===== config.mk =====
export PLATFORM = sky130hd
export DESIGN_NAME = psd_page_slot_dram
export DESIGN_NICKNAME = d
export VERILOG_FILES = /design/src/verilog/psd_pkg.sv /design/src/verilog/psd_page_slot_dram.sv
export SDC_FILE = /design/constraint.sdc
export NUM_CORES = 1
export LEC_CHECK = 0
export ABC_AREA = 1
export BUFFER_PORTS_ARGS = -buffer_cell sky130_fd_sc_hd__buf_4
export CAP_MARGIN = 10
export CORE_ASPECT_RATIO = 0.75
export CORE_UTILIZATION = 30
export CTS_CLUSTER_DIAMETER = 60
export DETAILED_ROUTE_END_ITERATION = 10
export GPL_ROUTABILITY_DRIVEN = 0
export GPL_TIMING_DRIVEN = 1
export PLACE_DENSITY_LB_ADDON = 0.25
export SLEW_MARGIN = 0
export SYNTH_ARGS = -nofsm -noshare
export SYNTH_HDL_FRONTEND = slang
export SYNTH_SLANG_ARGS = --single-unit

===== constraint.sdc =====
create_clock -name clk_sys -period 3.85 [get_ports clk_sys]
set_input_delay 0.385 -clock clk_sys [delete_from_list [all_inputs] [get_ports clk_sys]]
set_output_delay 0.385 -clock clk_sys [all_outputs]
set_load 0.03 [all_outputs]

===== src/verilog/psd_pkg.sv =====
// Purpose: Shared constants and carrier types for the page/slot decoder and DRAM sequencer
// Assumes: 125 MHz system clock, active-low CPU strobes
// Notes:   All timing counts derive from times in ns
package psd_pkg;

  // ----------------------------------------------------------------
  // Timing
  // ----------------------------------------------------------------
  localparam int CLK_PERIOD_NS   = 8;
  localparam int ROW_HOLD_NS     = 16;   // Row address hold after row strobe fall
  localparam int ROW_HOLD_CYC    = (ROW_HOLD_NS + CLK_PERIOD_NS - 1) / CLK_PERIOD_NS;
  localparam int PRECHARGE_NS    = 80;   // Strobe high time between cycles
  localparam int PRECHARGE_CYC   = (PRECHARGE_NS + CLK_PERIOD_NS - 1) / CLK_PERIOD_NS;
  localparam int REFRESH_NS      = 15600; // Longest spacing between refresh rows
  localparam int REFRESH_CYC     = REFRESH_NS / CLK_PERIOD_NS;
  localparam int RFSH_RAS_NS     = 120;  // Refresh row strobe low time
  localparam int RFSH_RAS_CYC    = (RFSH_RAS_NS + CLK_PERIOD_NS - 1) / CLK_PERIOD_NS;

  // ----------------------------------------------------------------
  // Field positions and reset values
  // ----------------------------------------------------------------
  localparam int         PAGE_MSB      = 15;
  localparam int         PAGE_LSB      = 14;
  localparam int         ROW_MSB       = 7;
  localparam int         COL_LSB       = 8;
  localparam int         COL_MSB       = 13;
  localparam int         SLOT_FLD_W    = 2;
  localparam logic [7:0] SLOT_REG_RST  = 8'h00;
  localparam logic [1:0] BASE_SLOT     = 2'h0;
  localparam logic [1:0] PAGE_DRAM_LO  = 2'h2;
  localparam logic [1:0] PAGE_DRAM_HI  = 2'h3;
  localparam logic [7:0] ROW_RST       = 8'h00;
  localparam logic [11:0] CNT_RST      = 12'h000;

  // ----------------------------------------------------------------
  // Carrier types
  // ----------------------------------------------------------------
  typedef struct packed {
    logic [15:0] addr;
    logic        memReqN;
    logic        rdN;
    logic        wrN;
  } psd_cpu_bus_type;

  typedef struct packed {
    logic       rowStrobeN;
    logic       page2ColStrobeN;
    logic       page3ColStrobeN;
    logic       muxSelect;
    logic       writeEnableN;
    logic [7:0] dramAddr;
  } psd_dram_bus_type;

  typedef enum logic [2:0] {
    ST_IDLE    = 3'b000,
    ST_ROW     = 3'b001,
    ST_COL     = 3'b010,
    ST_HOLD    = 3'b011,
    ST_RFSH    = 3'b100,
    ST_PRECHG  = 3'b101
  } psd_state_type;

endpackage : psd_pkg


===== src/verilog/psd_page_slot_dram.sv =====
// Purpose: Page decode, slot mapping, ROM select and DRAM strobe sequencing
// Assumes: CPU pins are asynchronous and pass a three-flop synchroniser
// Notes:   Refresh is only started between CPU DRAM cycles
`timescale 1ns/1ps

module psd_page_slot_dram #(
  parameter int REFRESH_CYCLES = psd_pkg::REFRESH_CYC
) (
  // Clock and reset
  input  wire logic                       clk_sys,
  input  wire logic                       rst_b,
  // CPU bus
  input  wire psd_pkg::psd_cpu_bus_type   cpuBus,
  // Slot register
  input  wire logic [7:0]                 slotRegData,
  input  wire logic                       slotRegLoad,
  output logic [7:0]                      slotRegValue,
  // Memory side
  output logic                            program_rom_select_n,
  output logic [14:0]                     romAddr,
  output psd_pkg::psd_dram_bus_type       dramBus,
  output logic [3:1]                      slotSelectN,
  output logic                            refreshBusy
);

  // ----------------------------------------------------------------
  // Input synchroniser
  // ----------------------------------------------------------------
  localparam int BUS_W = $bits(psd_pkg::psd_cpu_bus_type);
  logic [BUS_W-1:0] syncA_reg, syncB_reg, syncC_reg;
  psd_pkg::psd_cpu_bus_type cpuIn_reg;
  logic [BUS_W-1:0] cpuIn_next;

  // Three flops; a bit moves once the second and third agree, so glitches are dropped
  always_ff @(posedge clk_sys) begin
    syncA_reg <= cpuBus;
    syncB_reg <= syncA_reg;
    syncC_reg <= syncB_reg;
  end

  genvar gi;
  generate
    for (gi = 0; gi < BUS_W; gi++) begin : g_agree
      assign cpuIn_next[gi] = (syncB_reg[gi] == syncC_reg[gi]) ? syncC_reg[gi] : cpuIn_reg[gi];
    end
  endgenerate

  // Strobes idle high after reset so no false cycle starts
  always_ff @(posedge clk_sys) begin
    if (!rst_b) begin
      cpuIn_reg <= '{addr: 16'h0000, memReqN: 1'b1, rdN: 1'b1, wrN: 1'b1};
    end else begin
      cpuIn_reg <= cpuIn_next;
    end
  end

  // ----------------------------------------------------------------
  // Slot register and page decode
  // ----------------------------------------------------------------
  logic [7:0] slot_reg;

  always_ff @(posedge clk_sys) begin
    if (!rst_b) begin
      slot_reg <= psd_pkg::SLOT_REG_RST;
    end else if (slotRegLoad) begin
      slot_reg <= slotRegData;
    end
  end

  // Extract the binary slot number for a page, page 0 in bits 1:0
  function automatic logic [1:0] slotOfPage(input logic [7:0] sr, input logic [1:0] pg);
    slotOfPage = sr[pg*psd_pkg::SLOT_FLD_W +: psd_pkg::SLOT_FLD_W];
  endfunction : slotOfPage

  wire logic [1:0] curPage    = cpuIn_reg.addr[psd_pkg::PAGE_MSB:psd_pkg::PAGE_LSB];
  wire logic [1:0] curSlot    = slotOfPage(slot_reg, curPage);
  wire logic       memActive  = ~cpuIn_reg.memReqN;
  wire logic       baseSel    = memActive && (curSlot == psd_pkg::BASE_SLOT);
  wire logic       isDramPage = (curPage == psd_pkg::PAGE_DRAM_LO) || (curPage == psd_pkg::PAGE_DRAM_HI);
  wire logic       romHit     = baseSel && ~cpuIn_reg.rdN && ~cpuIn_reg.addr[psd_pkg::PAGE_MSB];
  wire logic       dramHit    = baseSel && isDramPage && (~cpuIn_reg.rdN || ~cpuIn_reg.wrN);
  wire logic       bankHi     = cpuIn_reg.addr[psd_pkg::PAGE_LSB];

  // ----------------------------------------------------------------
  // DRAM sequencer
  // ----------------------------------------------------------------
  psd_pkg::psd_state_type state_reg, state_next;
  logic [11:0] cnt_reg, cnt_next;
  logic [11:0] rfshTimer_reg;
  logic        rfshPending_reg;
  logic [7:0]  rfshRow_reg;
  logic        bankHi_reg;
  logic        write_reg;

  wire logic cntDone = (cnt_reg == psd_pkg::CNT_RST);
  wire logic rfshDue = (rfshTimer_reg == 12'(REFRESH_CYCLES - 1));

  // Next state; refresh wins only from idle so a CPU cycle is never cut short
  always_comb begin
    state_next = state_reg;
    cnt_next   = cntDone ? cnt_reg : cnt_reg - 12'h001;
    case (state_reg)
      psd_pkg::ST_IDLE: begin
        if (rfshPending_reg) begin
          state_next = psd_pkg::ST_RFSH;
          cnt_next   = 12'(psd_pkg::RFSH_RAS_CYC - 1);
        end else if (dramHit) begin
          state_next = psd_pkg::ST_ROW;
          cnt_next   = 12'(psd_pkg::ROW_HOLD_CYC - 1);
        end
      end
      psd_pkg::ST_ROW: begin
        if (cntDone) begin
          state_next = psd_pkg::ST_COL;
        end
      end
      psd_pkg::ST_COL: begin
        state_next = psd_pkg::ST_HOLD;
      end
      psd_pkg::ST_HOLD: begin
        if (cpuIn_reg.memReqN) begin
          state_next = psd_pkg::ST_PRECHG;
          cnt_next   = 12'(psd_pkg::PRECHARGE_CYC - 1);
        end
      end
      psd_pkg::ST_RFSH: begin
        if (cntDone) begin
          state_next = psd_pkg::ST_PRECHG;
          cnt_next   = 12'(psd_pkg::PRECHARGE_CYC - 1);
        end
      end
      psd_pkg::ST_PRECHG: begin
        if (cntDone) begin
          state_next = psd_pkg::ST_IDLE;
        end
      end
      default: begin
        state_next = psd_pkg::ST_IDLE;
      end
    endcase
  end

  always_ff @(posedge clk_sys) begin
    if (!rst_b) begin
      state_reg <= psd_pkg::ST_IDLE;
      cnt_reg   <= psd_pkg::CNT_RST;
    end else begin
      state_reg <= state_next;
      cnt_reg   <= cnt_next;
    end
  end

  // Capture bank and direction at cycle start; held while strobes are low
  always_ff @(posedge clk_sys) begin
    if (!rst_b) begin
      bankHi_reg <= 1'b0;
      write_reg  <= 1'b0;
    end else if (state_reg == psd_pkg::ST_IDLE && state_next == psd_pkg::ST_ROW) begin
      bankHi_reg <= bankHi;
      write_reg  <= ~cpuIn_reg.wrN;
    end
  end

  // Refresh interval timer; the pending flag set wins over the clear
  always_ff @(posedge clk_sys) begin
    if (!rst_b) begin
      rfshTimer_reg   <= psd_pkg::CNT_RST;
      rfshPending_reg <= 1'b0;
    end else begin
      rfshTimer_reg   <= rfshDue ? psd_pkg::CNT_RST : rfshTimer_reg + 12'h001;
      rfshPending_reg <= rfshDue || (rfshPending_reg && state_next != psd_pkg::ST_RFSH);
    end
  end

  // Refresh row advances once per refresh, walking all 256 rows
  always_ff @(posedge clk_sys) begin
    if (!rst_b) begin
      rfshRow_reg <= psd_pkg::ROW_RST;
    end else if (state_reg == psd_pkg::ST_RFSH && cntDone) begin
      rfshRow_reg <= rfshRow_reg + 8'h01;
    end
  end

  // ----------------------------------------------------------------
  // Output registers
  // ----------------------------------------------------------------
  wire logic inRow     = (state_next == psd_pkg::ST_ROW);
  wire logic inCol     = (state_next == psd_pkg::ST_COL) || (state_next == psd_pkg::ST_HOLD);
  wire logic inRfsh    = (state_next == psd_pkg::ST_RFSH);
  wire logic nextBankHi = (state_reg == psd_pkg::ST_IDLE) ? bankHi : bankHi_reg;
  wire logic nextWrite  = (state_reg == psd_pkg::ST_IDLE) ? ~cpuIn_reg.wrN : write_reg;
  // Low group during the row phase, A8..A13 zero-extended in the column phase
  wire logic [7:0] colAddr = {2'b00, cpuIn_reg.addr[psd_pkg::COL_MSB:psd_pkg::COL_LSB]};
  wire logic [7:0] muxAddr = inRfsh ? rfshRow_reg :
                             (inCol ? colAddr : cpuIn_reg.addr[psd_pkg::ROW_MSB:0]);
  // Slot select: one decode of the binary slot number, only slots 1 to 3 leave the chip
  wire logic [3:0] slotOneHot = memActive ? (4'h1 << curSlot) : 4'h0;

  // Strobes, mux select and address registered so they leave the chip glitch free
  always_ff @(posedge clk_sys) begin
    if (!rst_b) begin
      dramBus <= '{rowStrobeN: 1'b1, page2ColStrobeN: 1'b1, page3ColStrobeN: 1'b1,
                   muxSelect: 1'b0, writeEnableN: 1'b1, dramAddr: 8'h00};
    end else begin
      dramBus.rowStrobeN      <= ~(inRow || inCol || inRfsh);
      dramBus.muxSelect       <= inCol;
      dramBus.page2ColStrobeN <= ~(inCol && state_reg != psd_pkg::ST_ROW && !nextBankHi);
      dramBus.page3ColStrobeN <= ~(inCol && state_reg != psd_pkg::ST_ROW && nextBankHi);
      dramBus.writeEnableN    <= ~((inRow || inCol) && nextWrite);
      dramBus.dramAddr        <= muxAddr;
    end
  end

  // ROM and slot selects follow the synchronised bus one cycle later
  always_ff @(posedge clk_sys) begin
    if (!rst_b) begin
      program_rom_select_n <= 1'b1;
      romAddr              <= 15'h0000;
      slotSelectN          <= 3'h7;
    end else begin
      program_rom_select_n <= ~romHit;
      romAddr              <= cpuIn_reg.addr[psd_pkg::PAGE_LSB:0];
      slotSelectN          <= ~slotOneHot[3:1];
    end
  end

  assign slotRegValue = slot_reg;
  assign refreshBusy  = (state_reg == psd_pkg::ST_RFSH);

endmodule : psd_page_slot_dram


Word level (Yosys, flattened, before mapping)
Index checks and enable logic that the tools add are counted.
Operators by class
  $add $sub $neg: 3
  bitwise operators: 11
  mux-type cells: 18
  shifts and indexed selects: 2
  reduce and logical (&&, ||, !) cells: 23
  eq/ne operators: 33
Operators with widths (count)
  $mux 12: 5
  $pmux 12 s3: 1
  $eq 1x1->1: 19
  $mux 3: 6
  $pmux 3 s6: 1
  $mux 8: 2
  $add 12x1->12 const B: 1
  $eq 12x11->1 const B: 1
  $eq 3x2->1 const B: 4
  $logic_and 1x1->1: 12
  $logic_not 12->1: 1
  $sub 12x1->12 const B: 1
  $not 1->1: 10
  $eq 3x3->1 const B: 3
  $add 8x1->8 const B: 1
  $shiftx 8x4->2: 1
  $eq 3x1->1 const B: 2
  $logic_or 1x1->1: 6
  $eq 2x2->1 const B: 2
  $mux 4: 1
  $shl 1x2->4 const A: 1
  $logic_not 3->1: 1
  $ne 3x1->1 const B: 1
  $ne 3x3->1 const B: 1
  5 further kinds: 6
Word-level totals
  output and inout bits: 41
  word-level logic and storage cells: 129
  input bits: 30
  bits in registers: 154

Logic depth before layout (Yosys ltp)
Gate-level depths: netlist of the first run.
  depth in word-level cells: 13
  gate-level depth with buffers: 16
  gate-level depth less buffers: 15

Least setup slack after synthesis of the first run
No wires, ideal clock.
  path type: reg-to-reg
  start point: reg state_reg[0]
  end point: reg dramBus[3] (netlist bit)
  cell stages (with the launch flop): 16
  period minus slack after synthesis: 2023 ps
  slack: 1827 ps
  arrival: 1910 ps
  buffers on the path: 1
  library setup time: 113 ps
  data required time: 3737 ps
  cell sequence: dfxtp_1 inv_1 nand2_1 nor2_1 inv_2 nor2_4 inv_2 nand2_2 inv_2 nand2_4 nand2_4 nand3_4 buf_6 nand2_1 nand2_1 nor2_1
On the way
  elaborated cells on any way between the ends: 19
  classes of those cells: 8 x eq/ne; 9 x mux; 2 x reduce/logical
RTL lines
  start, declared: RTL line psd_page_slot_dram.sv:87  | psd_pkg::psd_state_type state_reg, state_next;
  start signal, assigned: RTL line psd_page_slot_dram.sv:145  | state_reg <= psd_pkg::ST_IDLE;
  start signal, assigned: RTL line psd_page_slot_dram.sv:148  | state_reg <= state_next;
  $eq 3x3->1 (*)
  via refreshBusy: RTL line psd_page_slot_dram.sv:23  | output logic refreshBusy
  $pmux 3 s6 (*): RTL line psd_page_slot_dram.sv:102  | case (state_reg)
  $eq 3x2->1: RTL line psd_page_slot_dram.sv:188  | wire logic inCol = (state_next == psd_pkg::ST_COL) || (state_next == psd_pkg::ST_HOLD);
  $logic_or 1x1->1: RTL line psd_page_slot_dram.sv:188
  $mux 8: RTL line psd_page_slot_dram.sv:195  | (inCol ? colAddr : cpuIn_reg.addr[psd_pkg::ROW_MSB:0]);
  $mux 8 (*): RTL line psd_page_slot_dram.sv:194  | wire logic [7:0] muxAddr = inRfsh ? rfshRow_reg :
  end signal, assigned: RTL line psd_page_slot_dram.sv:202  | dramBus <= '{rowStrobeN: 1'b1, page2ColStrobeN: 1'b1, page3ColStrobeN: 1'b1,
  end, declared: RTL line psd_page_slot_dram.sv:21  | output psd_pkg::psd_dram_bus_type dramBus,
The timed path passes the listed nets; every way through them passes the cells marked *.
A chain may end at the register's enable or synchronous reset.

Worst setup path after layout of the first run
  start point: reg cnt_reg[0]
  end point: reg dramBus[2] (netlist bit)
On the way
  cells in the longest elaborated chain, start to end: 7
  elaborated cells on any way between the ends: 11
  classes of those cells: 3 x eq/ne; 6 x mux; 2 x reduce/logical
Ends and longest elaborated chain
  start, declared: RTL line psd_page_slot_dram.sv:88  | logic [11:0] cnt_reg, cnt_next;
  start signal, assigned: RTL line psd_page_slot_dram.sv:146  | cnt_reg <= psd_pkg::CNT_RST;
  start signal, assigned: RTL line psd_page_slot_dram.sv:149  | cnt_reg <= cnt_next;
  $logic_not 12->1 (*): RTL line psd_page_slot_dram.sv:95  | wire logic cntDone = (cnt_reg == psd_pkg::CNT_RST);
  $mux 3 (on tied branches): RTL line psd_page_slot_dram.sv:133, psd_page_slot_dram.sv:113, psd_page_slot_dram.sv:127
  $pmux 3 s6 (*): RTL line psd_page_slot_dram.sv:102
  $eq 3x2->1: RTL line psd_page_slot_dram.sv:188
  $logic_or 1x1->1: RTL line psd_page_slot_dram.sv:188
  $mux 8: RTL line psd_page_slot_dram.sv:195
  $mux 8 (*): RTL line psd_page_slot_dram.sv:194
Mark *: on every way between the ends. The rest lies on a longest branch, timed or not.

==> key figures, run 1 <==
Clock tree
  – Post-CTS Setup Inserts: 0
  – CTS resizes: 0
  – Clock transition at the registers of the reported paths: roughly 70 ps
  – CTS Buffer Depth: 2
  – Number of buffers added to fix hold violations after cts: 0
  – Clock root buffer: clkbuf_16
  – Number of buffers created by CTS: 17
  – Number of sinks driven by the clock tree: 154
  – Clk Latency, worst-skew pair: 430 ps
  – H-tree lvl count: 4
  – CTS tree: done

Route
  – Per-cell via count in the routed design: 4.30
  – Initial DRT Pass Iterations: 5
  – Residual DRC: 0
  – Wire length per cell after detailed routing: 11.2 µm
  – Violation count after the first detailed-route iteration: roughly 140
  – Number of antenna-violating nets in the routed design: 0
  – Via count: 3860
  – Overall routed net length: around 10000 µm

GRT
  – Number of global-route vias before repair: 3741
  – Global-route met2 utilization: 18.8%
  – Antenna violations before repair: 0
  – Wire length of the first global-routing pass: 17000 µm
  – Global route total overflow: 0
  – Met3 global-route usage: 4.60%
  – Maximum number of pins on one net before global-route repair: 62
  – Layer with the highest usage: met2
  – Met1 GRT Util: 15.7%
  – Global Route Usage Sum: 12.3%

Timing
  – Setup violations, final: 0
  – Maximum frequency from static timing analysis: 497 MHz
  – Final-report max-slew violation count: 0
  – Final Hold Vio Count: 0
  – Post-Route Skew: 7.94 ps
  – RSZ-0062 raised after global routing: no
  – Headroom to the max-slew limit: 60.8%
  – Total negative setup slack: 0 ps
  – Least-Margin Pin Slew: 588 ps
  – Final setup margin: 1840 ps
  – Final period util: 52.3%
  – Crit path time final: 2010 ps

Pwr
  – Leakage component of the power: between 2 and 3 nW
  – Highest ir drop seen on vdd: 0.000285 V
  – Total power density per cell area: 612 mW/mm²

Setup path
  – Critical path origin: cnt_reg[0]
  – R2R cell count: 11
  – Crit-path max FO: 13
  – Crit Path Class: reg -> reg
  – Worst setup EP type: flip-flop
  – Capture point of the worst path: dramBus[2]
  – Capture instance of the worst register-to-register path: dramBus[2]
  – CP startpoint kind: flip-flop
  – Required time at the endpoint of the critical path: 4160 ps
  – Slack of the worst reg-to-reg path: 1840 ps
  – Arr. time, crit path: 2320 ps
  – Launch point of the worst reg-to-reg path: cnt_reg[0]

Worst hold path
  – Type of the tightest min-delay check: in -> reg
  – Critical hold path startpoint: cpuBus[13]
  – Hold Path Depth: 1

Floorplanning
  – Number of rows in the core area: 41
  – Floorplan die width: 154 µm
  – Core box area: 0.0168 mm²
  – Die outline area: 0.0178 mm²
  – Die H: between 100 and 150 µm
  – Effective utilization at floorplan: a little under a third
  – Number of primary I/O pins: slightly above 70

Synthesis
  – Post-Syn Area per Cell: roughly 8.7 µm²
  – Post-Synthesis Net Count: 627
  – Number of standard cells after synthesis: between 500 and 600
  – Yosys warns: 0
  – Sequential share of the synthesized area: roughly 60%
  – Distinct cells, synth: 37
  – Number of register bits inferred by synthesis: 154
  – Netlist area before placement: 0.00517 mm²

Cells and area
  – Share of post-route cells with drive strength above 1: 19.2%
  – Number of fill cells in the layout: 1686
  – Final net count: 704
  – Finished Layout Cells: about 900
  – Synthesis-to-finish area growth: 26.0%
  – Antenna diode count: 0

Placement
  – Detail Placement HPWL: 7050 µm
  – Number of cells after detailed placement: 865
  – Port Buf Inserts: 70
  – Setup WS pre-CTS: 1790 ps

Status
  – Result of the run: completed

Flow run
  – Number of maximum-capacitance constraint violations: 0
Yosys cell counts, drive strengths merged:
cell,instances,area share [%]
buf,3,0.39
dfxtp,154,60
o21a,3,0.44
nor3b,4,0.58
inv,63,4.6
o211ai,4,0.68
nor3,15,1.7
clkinv,4,0.29
a21oi,41,4.1
clkbuf,9,0.65
xor2,6,1.0
and3,1,0.12
nand4,3,0.36
nand3b,2,0.29
xnor2,6,1.0
nor4,2,0.24
or2,5,0.65
ha,5,1.2
o21ai,42,4.1
nand2,125,9.6
nand3,21,2.5
a31oi,1,0.12
nor2,73,5.7
power by group:
part | internal [mW] | switching, mW
sequential | 1.70 | 0.0764
clock | 0.980 | 0.710
combinational | 0.222 | 0.296
worst min path at each step:
stage / to / slack (ps)
detailed placement: syncB_reg[5] / 310
finish: syncA_reg[13] / 60
global route: syncA_reg[6] / 30
CTS: syncA_reg[13] / 30
floorplan: syncB_reg[0] / 310
global placement: syncB_reg[4] / 310
worst max-delay path: stages (launching register included):
cell and delay (ps):
dfxtp_1 330, inv_1 60, ha_1 170, nand2_1 150, nor3_2 250, nand4_1 150
nand2_2 230, inv_2 170, nand3_4 210, nand2_1 70, nand2_1 60, nor2_1 50
cell families (layout without fill, tap and decap cells):
logic type	count (synthesis)	in the layout	share of synthesized area (%)
adder cells (fa/ha/maj)	5	5	1.21
AO/OA/AOI/OAI	91	91	9.41
flip-flops	154	154	59.6
XOR/XNOR	12	12	2.03
buffers and inverters	79	169	5.90
AND/OR/NAND/NOR	251	251	21.8
cell usage in the layout (no fill, tap or decap), types with 3 or more instances in the layout:
cell / instances
inv_1: 57
nand2_1: 119
nor3_1: 12
inv_2: 6
o21ai_1: 3
xnor2_1: 6
a21oi_1: 39
nand4_1: 3
inv_6: 8
dfxtp_1: 154
nor2_2: 3
ha_1: 5
clkinv_1: 4
clkbuf_16: 17
nor3b_1: 4
xor2_1: 6
nor2_1: 68
o21a_1: 3
o211ai_1: 3
buf_4: 70
nand2_2: 4
nor3_2: 3
o21ai_0: 39
nand3_1: 19
or2_2: 3
cell type report:
type / count / area, µm² / area share, %
Sequential cell: 154 / 3080 / 47.3
Clock inverter: 15 / 179 / 2.75
Timing Repair Buffer: 70 / 526 / 8.07
Multi-Input combinational cell: 359 / 1780 / 27.3
Clock buffer: 17 / 425 / 6.53
Tap cell: 215 / 269 / 4.13
Inverter: 67 / 251 / 3.86
metrics by stage:
| step | area, µm² | util [%] | power [mW] | hold WS [ps] |
|---|---|---|---|---|
| 3_5_place_dp | 5910 | 35.1 | 2.33 | 312 |
| 6_report | 6520 | 38.7 | 3.99 | 56.3 |
| 5_1_grt | 6520 | 38.7 | 4.20 | 28.1 |
| 2_1_floorplan | 5170 | - | 2.20 | 310 |
| 3_3_place_gp | 5910 | 35.1 | 2.31 | 310 |
| 4_1_cts | 6520 | 38.7 | 4.04 | 34.7 |
routing by layer:
layer  vias up  wire length (µm)
li1       2043                 -
met5         -                 0
met1      1755              5120
met3         9               427
met4         0               122
met2        53              4390
Note: power is estimated with default switching activity, not from simulation.
==> run 2, diff against run 1 <==
--- a/config.mk
+++ b/config.mk
@@ -5,7 +5,7 @@
 export SDC_FILE = /design/constraint.sdc
 export NUM_CORES = 1
 export LEC_CHECK = 0
-export ABC_AREA = 1
+export ABC_AREA = 0
 export BUFFER_PORTS_ARGS = -buffer_cell sky130_fd_sc_hd__buf_4
 export CAP_MARGIN = 10
 export CORE_ASPECT_RATIO = 0.75
==> constraint.sdc (replaced) <==
create_clock -name clk_sys -period 1.96 [get_ports clk_sys]
set_input_delay 0.196 -clock clk_sys [delete_from_list [all_inputs] [get_ports clk_sys]]
set_output_delay 0.196 -clock clk_sys [all_outputs]
set_load 0.03 [all_outputs]
==> run 2 against run 1 <==
Net effect:
- maximum frequency is 16% lower
- critical path type unchanged
- highest routed layer unchanged
- the flow now finishes with violations (DRC, setup timing)
- die area is 2.2% lower
- combinational power grew to 3.8 times the previous value
- sequential cell count stayed put
- critical endpoint is now dramBus[4]
- non-clock buffer count is 80 higher
- power is 120% higher
- register-to-register slack worse by 2300 ps
- critical path depth is 3 lower
- clock power is 88% higher
- first-iteration DRC count is 81% higher
- setup slack worse by 2300 ps
==> key figures, run 2 <==
Route
  – Overall routed net length: 11500 µm
  – Routed met3 length: ~560 µm
  – Per-cell via count in the routed design: 4.50
  – Residual DRC: 11
  – Via count: 3882
  – Number of antenna-violating nets in the routed design: 0
  – Total met2 wirelength after detailed routing: 5120 µm
  – Violation count after the first detailed-route iteration: 248
  – Wire length per cell after detailed routing: roughly 13 µm
  – Highest routed layer: met4
  – Met1 wire length: 5800 µm
  – Initial DRT Pass Iterations: 8

Status
  – Violated checks: DRC, setup timing
  – Result of the run: finished, violations left

Flow run
  – Number of maximum-capacitance constraint violations: 0

Timing
  – RSZ-0062 raised after global routing: yes
  – Final Hold Vio Count: 0
  – Post-Route Skew: 11.6 ps
  – Setup violations, final: 36
  – Final period util: 122%
  – Final setup margin: -427 ps
  – Maximum frequency from static timing analysis: approximately 420 MHz
  – Crit path time final: 2390 ps
  – Final-report max-slew violation count: 0
  – Headroom to the max-slew limit: 70.5%
  – Total negative setup slack: -8830 ps
  – Least-Margin Pin Slew: 438 ps

Setup path
  – Crit Path Class: reg -> reg
  – R2R cell count: 8
  – Worst setup EP type: flip-flop
  – Required time at the endpoint of the critical path: 2310 ps
  – Launch point of the worst reg-to-reg path: cnt_reg[6]
  – Arr. time, crit path: 2730 ps
  – Slack of the worst reg-to-reg path: -430 ps
  – Capture instance of the worst register-to-register path: dramBus[4]
  – CP startpoint kind: flip-flop
  – Crit-path max FO: 6

GRT
  – Number of global-route vias before repair: approximately 3700
  – Global route total overflow: 0
  – Maximum number of pins on one net before global-route repair: 38
  – Wire length of the first global-routing pass: approximately 19000 µm
  – Global Route Usage Sum: 13.8%
  – Antenna violations before repair: 0

Placement
  – Setup WS pre-CTS: -370 ps
  – Detail Placement HPWL: 7670 µm
  – Port Buf Inserts: 70

Floorplanning
  – Floorplan die width: 152 µm
  – Effective utilization at floorplan: 31.1%
  – Number of rows in the core area: 40
  – Die H: roughly 110 µm
  – Die outline area: 0.0174 mm²
  – Number of primary I/O pins: 71
  – Core box area: 0.0163 mm²

Cells and area
  – Antenna diode count: 0
  – Most common cell after layout, fill and taps aside: dfxtp_1
  – Synthesis-to-finish area growth: 44.2%
  – Final net count: 674
  – Final Core Density: between 40% and 50%
  – Commonest non-fill, non-tap cells in the layout: dfxtp_1 (152), buf_4 (114), nor2_1 (55), nand2_1 (37), a21oi_1 (27)
  – Share of post-route cells with drive strength above 1: 32.5%

Synthesis
  – Yosys warns: 0
  – Top-count cell post-synth: dfxtp_1
  – Number of enable-type register cells in the synthesized netlist: 0
  – Sequential share of the synthesized area: 61.0%
  – Distinct cells, synth: 53
  – Netlist area before placement: 0.00505 mm²
  – Number of register bits inferred by synthesis: 154
  – Number of standard cells after synthesis: 491
  – Post-synthesis cell type with the largest combined area: dfxtp_1
  – Top post-synthesis cells by count: dfxtp_1 (154), nor2_1 (59), nand2_1 (40)
  – Main area contributors after synthesis: dfxtp_1 (61%), nor2_1 (4.4%), a21oi_1 (3.3%)
  – Post-Synthesis Net Count: ~530
  – Share of the synthesized area in the top cell type: 61.0%
  – Proportion of synthesized flip-flops having asynchronous set or reset: 0%
  – Most frequently used flop master after synthesis: dfxtp_1
  – Post-Syn Area per Cell: 10.3 µm²

Clock tree
  – Clock transition at the registers of the reported paths: 60 ps
  – Clock root buffer: clkbuf_16
  – CTS tree: done
  – Number of buffers created by CTS: 17
  – H-tree lvl count: 4
  – Number of sinks driven by the clock tree: 154
  – Clk Latency, worst-skew pair: around 420 ps
  – CTS Buffer Depth: 2

Pwr
  – Total power density per cell area: 1190 mW/mm²
  – Highest ir drop seen on vdd: 0.000483 V
  – Leakage component of the power: 3.04 nW

Worst hold path
  – Hold Path Depth: 3
  – Worst-case hold path end point: slotRegValue[3]
  – Type of the tightest min-delay check: in -> reg
  – Critical hold path startpoint: slotRegData[3]
-- run 2: cell types whose count changed in the layout (fill, tap and decap cells not counted), sizes merged, moves of 8 or more --
cell and change:
mux2i +15, a21oi -8, o21ai -12, inv -61, and2 +20, nand3 -14
nor2 -14, dlygate4sd3 +20, buf +60, nand2 -84
-- run 2: how the worst max path moves through the flow --
stage	cells after the start	slack (ps)	to	start
floorplan	7	-360	cnt_reg[0]	cnt_reg[6]
global placement	6	-350	cnt_reg[0]	cnt_reg[6]
detailed placement	7	-370	dramBus[0]	cnt_reg[6]
global route	8	-570	cnt_reg[0]	cnt_reg[6]
finish	8	-430	dramBus[4]	cnt_reg[6]
CTS	8	-360	cnt_reg[0]	cnt_reg[6]
-- run 2: through the flow --
stage / instance area [µm²] / power [mW] / hold WS, ps / std cells
finish: 7290 / 8.64 / 23.2 / 862
global route: 7290 / 9.07 / 8.01 / 862
CTS: 7150 / 8.58 / 3.17 / 858
detailed placement: 6160 / 5.10 / 302 / 799
global placement: 6160 / 5.06 / 301 / 799
floorplan: 5100 / 4.51 / 224 / 491
-- run 2: cell families (layout without fill, tap and decap cells) --
kind of cell    after synthesis  count (layout)  synth area share, %
simple gates                175             175                 17.0
mux                          17              17                 3.86
compound gates               88              88                 10.3
buf+inv                      27             188                 2.25
flops                       154             154                 61.0
xor+xnor                     25              25                 4.33
fa+ha+maj                     5               5                 1.24
-- run 2: critical path: stages, from the launching register on --
cell and delay, ps:
dfxtp_2 320, or4_4 550, or4_4 540, buf_12 160
nand2_4 60, a32oi_4 140, or2_4 310, buf_6 140
a21oi_2 100
-- run 2: per-layer routing --
| metal | up-vias | track usage, % |
|---|---|---|
| met5 | - | 0 |
| met4 | 0 | 5.31 |
| met3 | 2 | 3.90 |
| met2 | 78 | 21.0 |
| met1 | 1832 | 18.6 |
| li1 | 1970 | - |
-- run 2: timing repair --
action,4_1_cts,5_1_grt
hold buffers,20,0
hold endpoints to repair,20,0
gates resized for setup,43,25
cloned,1,0
pin swaps,11,13
setup buffers,6,7
setup endpoints to repair,37,37
-- run 2: report_power, final --
group	internal [mW]	total, mW	switching [mW]
sequential	3.37	3.51	0.136
combinational	1.07	1.96	0.891
clock	1.82	3.17	1.35
-- run 2: layout make-up --
class	instances	area (µm²)
clock buffers	19	443
clock inverters	13	136
fillers	1525	8970
inverters	6	22.5
multi-input cells	310	2090
flip-flops and latches	154	3090
well taps	210	263
repair buffers	150	1250
==> run 3, diff against run 2 <==
--- a/config.mk
+++ b/config.mk
@@ -14,7 +14,7 @@
 export DETAILED_ROUTE_END_ITERATION = 10
 export GPL_ROUTABILITY_DRIVEN = 0
 export GPL_TIMING_DRIVEN = 1
-export PLACE_DENSITY_LB_ADDON = 0.25
+export PLACE_DENSITY = 0.5
 export SLEW_MARGIN = 0
 export SYNTH_ARGS = -nofsm -noshare
 export SYNTH_HDL_FRONTEND = slang
==> run 3 against run 2 <==
Net effect:
- utilization shrank 0.62 points
- register-to-register slack gained 30 ps
- sequential share of layout area grew 0.57 points
- hold slack lost 6.4 ps
- the run still ends with DRC, setup timing left
- clock-buffer cell count grew 1
- sequential cell count is the same
- critical endpoint is now dramBus[0]
- largest power group unchanged
- first-iteration DRC count shrank 10%
==> key figures, run 3 (synthesis gave the netlist of run 2 again) <==
Clock tree
  – H-tree lvl count: 4
  – Number of sinks driven by the clock tree: 154
  – Clock transition at the registers of the reported paths: 70 ps
  – CTS Buffer Depth: 2
  – CTS tree: done
  – Number of buffers created by CTS: 17
  – Clock root buffer: clkbuf_16
  – Clk Latency, worst-skew pair: 420 ps

Timing
  – Final setup margin: -398 ps
  – Final-report max-slew violation count: 0
  – Headroom to the max-slew limit: around two thirds
  – RSZ-0062 raised after global routing: yes
  – Post-Route Skew: 10.0 ps
  – Total negative setup slack: -8020 ps
  – Final Hold Vio Count: 0
  – Final period util: 120%
  – Crit path time final: 2360 ps
  – Least-Margin Pin Slew: 469 ps
  – Maximum frequency from static timing analysis: 424 MHz
  – Setup violations, final: 36

Cells and area
  – Total non-filler cell area in the finished layout: around 0.0072 mm²
  – Antenna diode count: 0
  – Synthesis-to-finish area growth: 42.3%
  – Final Core Density: between 40 and 50%
  – Share of post-route cells with drive strength above 1: between 30 and 40%
  – Most common cell after layout, fill and taps aside: dfxtp_1
  – Commonest non-fill, non-tap cells in the layout: dfxtp_1 (153), buf_4 (114), nor2_1 (57), nand2_1 (38), a21oi_1 (31)
  – Final net count: about 670
  – Finished Layout Cells: 856

Worst hold path
  – Worst-case hold path end point: slotRegValue[0]
  – Hold Path Depth: 3
  – Critical hold path startpoint: slotRegData[0]
  – Type of the tightest min-delay check: in -> reg

Setup path
  – R2R cell count: 8
  – Largest stage delay on the critical path: about 550 ps
  – Crit Path Class: reg -> reg
  – Number of buffer and inverter instances along the worst setup path: 2
  – Cell with the most instances on the worst path: or4_4
  – Launch point of the worst reg-to-reg path: cnt_reg[6]
  – Capture instance of the worst register-to-register path: dramBus[0]
  – Cell-by-cell trace of the critical path: or4_4 -> or4_4 -> buf_12 -> nand2_4 -> a32oi_4 -> buf_6 -> o31ai_1 -> a21oi_2
  – Crit-path max FO: 9
  – Arr. time, crit path: 2650 ps
  – Library cell contributing the largest single delay on the critical path: or4_4
  – Required time at the endpoint of the critical path: between 2000 and 2500 ps
  – Worst setup EP type: flip-flop
  – CP startpoint kind: flip-flop
  – Top Family by Delay on Critical Path: simple AND/OR/NAND/NOR gates
  – Slack of the worst reg-to-reg path: -400 ps

GRT
  – Global route total overflow: 0
  – Global Route Usage Sum: 13.4%
  – Maximum number of pins on one net before global-route repair: 38
  – Antenna violations before repair: 0
  – Wire length of the first global-routing pass: 18200 µm
  – Number of global-route vias before repair: 3712

Flow run
  – Number of maximum-capacitance constraint violations: 0

Status
  – Violated checks: DRC, setup timing
  – Result of the run: finished, violations left

Pwr
  – Total power density per cell area: between 1000 and 1500 mW/mm²
  – Highest ir drop seen on vdd: approximately 0.00055 V
  – Leakage component of the power: 2.99 nW
  – Total power consumption of the routed design: ~8.6 mW

Route
  – Overall routed net length: ~11000 µm
  – Violation count after the first detailed-route iteration: 222
  – Residual DRC: 9
  – Wire length per cell after detailed routing: 13.2 µm
  – Via count: 3821
  – Number of antenna-violating nets in the routed design: 0
  – Initial DRT Pass Iterations: 7
  – Per-cell via count in the routed design: 4.46

Placement
  – Number of cells after detailed placement: 798
  – Dpl cell area: 0.00616 mm²
  – Port Buf Inserts: 70
  – Detail Placement HPWL: 7660 µm

Floorplanning
  – Floorplan die width: 152 µm
  – Core box area: 0.0163 mm²
  – Die H: 114 µm
  – Effective utilization at floorplan: 31.1%
  – Number of primary I/O pins: 71
  – Die outline area: 0.0174 mm²
  – Number of rows in the core area: 40
-- run 3: stage by stage --
step | hold slack [ps] | worst slack (ps)
4_1_cts | 1.15 | -397
2_1_floorplan | 224 | -359
3_3_place_gp | 301 | -368
3_5_place_dp | 302 | -381
5_1_grt | 7.03 | -484
6_report | 16.7 | -398
-- run 3: tightest hold or removal path: cells and delay by family --
kind,cells,cell delay [ps]
buf+inv,1,80
simple gates,1,70
mux,1,50
-- run 3: per-layer routing --
layer	wire, µm	vias to the layer above	global-route usage, %
met5	0	-	0
met4	101	0	5.10
met3	681	9	4.20
met2	4720	103	19.4
met1	5760	1749	18.6
li1	-	1960	-
-- run 3: timing repair --
| item | in CTS | in global routing |
|---|---|---|
| pin swaps | 3 | 9 |
| gates cloned | 0 | 1 |
| setup endpoints to repair | 36 | 37 |
| endpoints found under the hold margin | 20 | 0 |
| hold buffers | 20 | 0 |
| setup buffers | 1 | 4 |
| resized for setup | 10 | 37 |
-- run 3: worst max-delay path by stage --
stage / end / cells after the start / start
6_report: dramBus[0] / 8 / cnt_reg[6]
5_1_grt: cnt_reg[0] / 8 / cnt_reg[6]
4_1_cts: cnt_reg[0] / 8 / cnt_reg[6]
3_5_place_dp: cnt_reg[0] / 8 / cnt_reg[6]
3_3_place_gp: cnt_reg[0] / 8 / cnt_reg[6]
2_1_floorplan: cnt_reg[0] / 7 / cnt_reg[6]
-- run 3: power breakdown --
group,total (mW),internal (mW),switching (mW)
combinational,1.87,1.01,0.860
sequential,3.50,3.37,0.132
clock,3.19,1.85,1.33
total,8.56,6.23,2.33
-- run 3: cell type report --
cell class	count	area, µm²
Clock buffer	20	457
Sequential cell	154	3080
Tap cell	210	263
Inverter	6	22.5
Multi-Input combinational cell	310	2050
Timing Repair Buffer	144	1190
Clock inverter	12	128
Fill cell	1529	9070
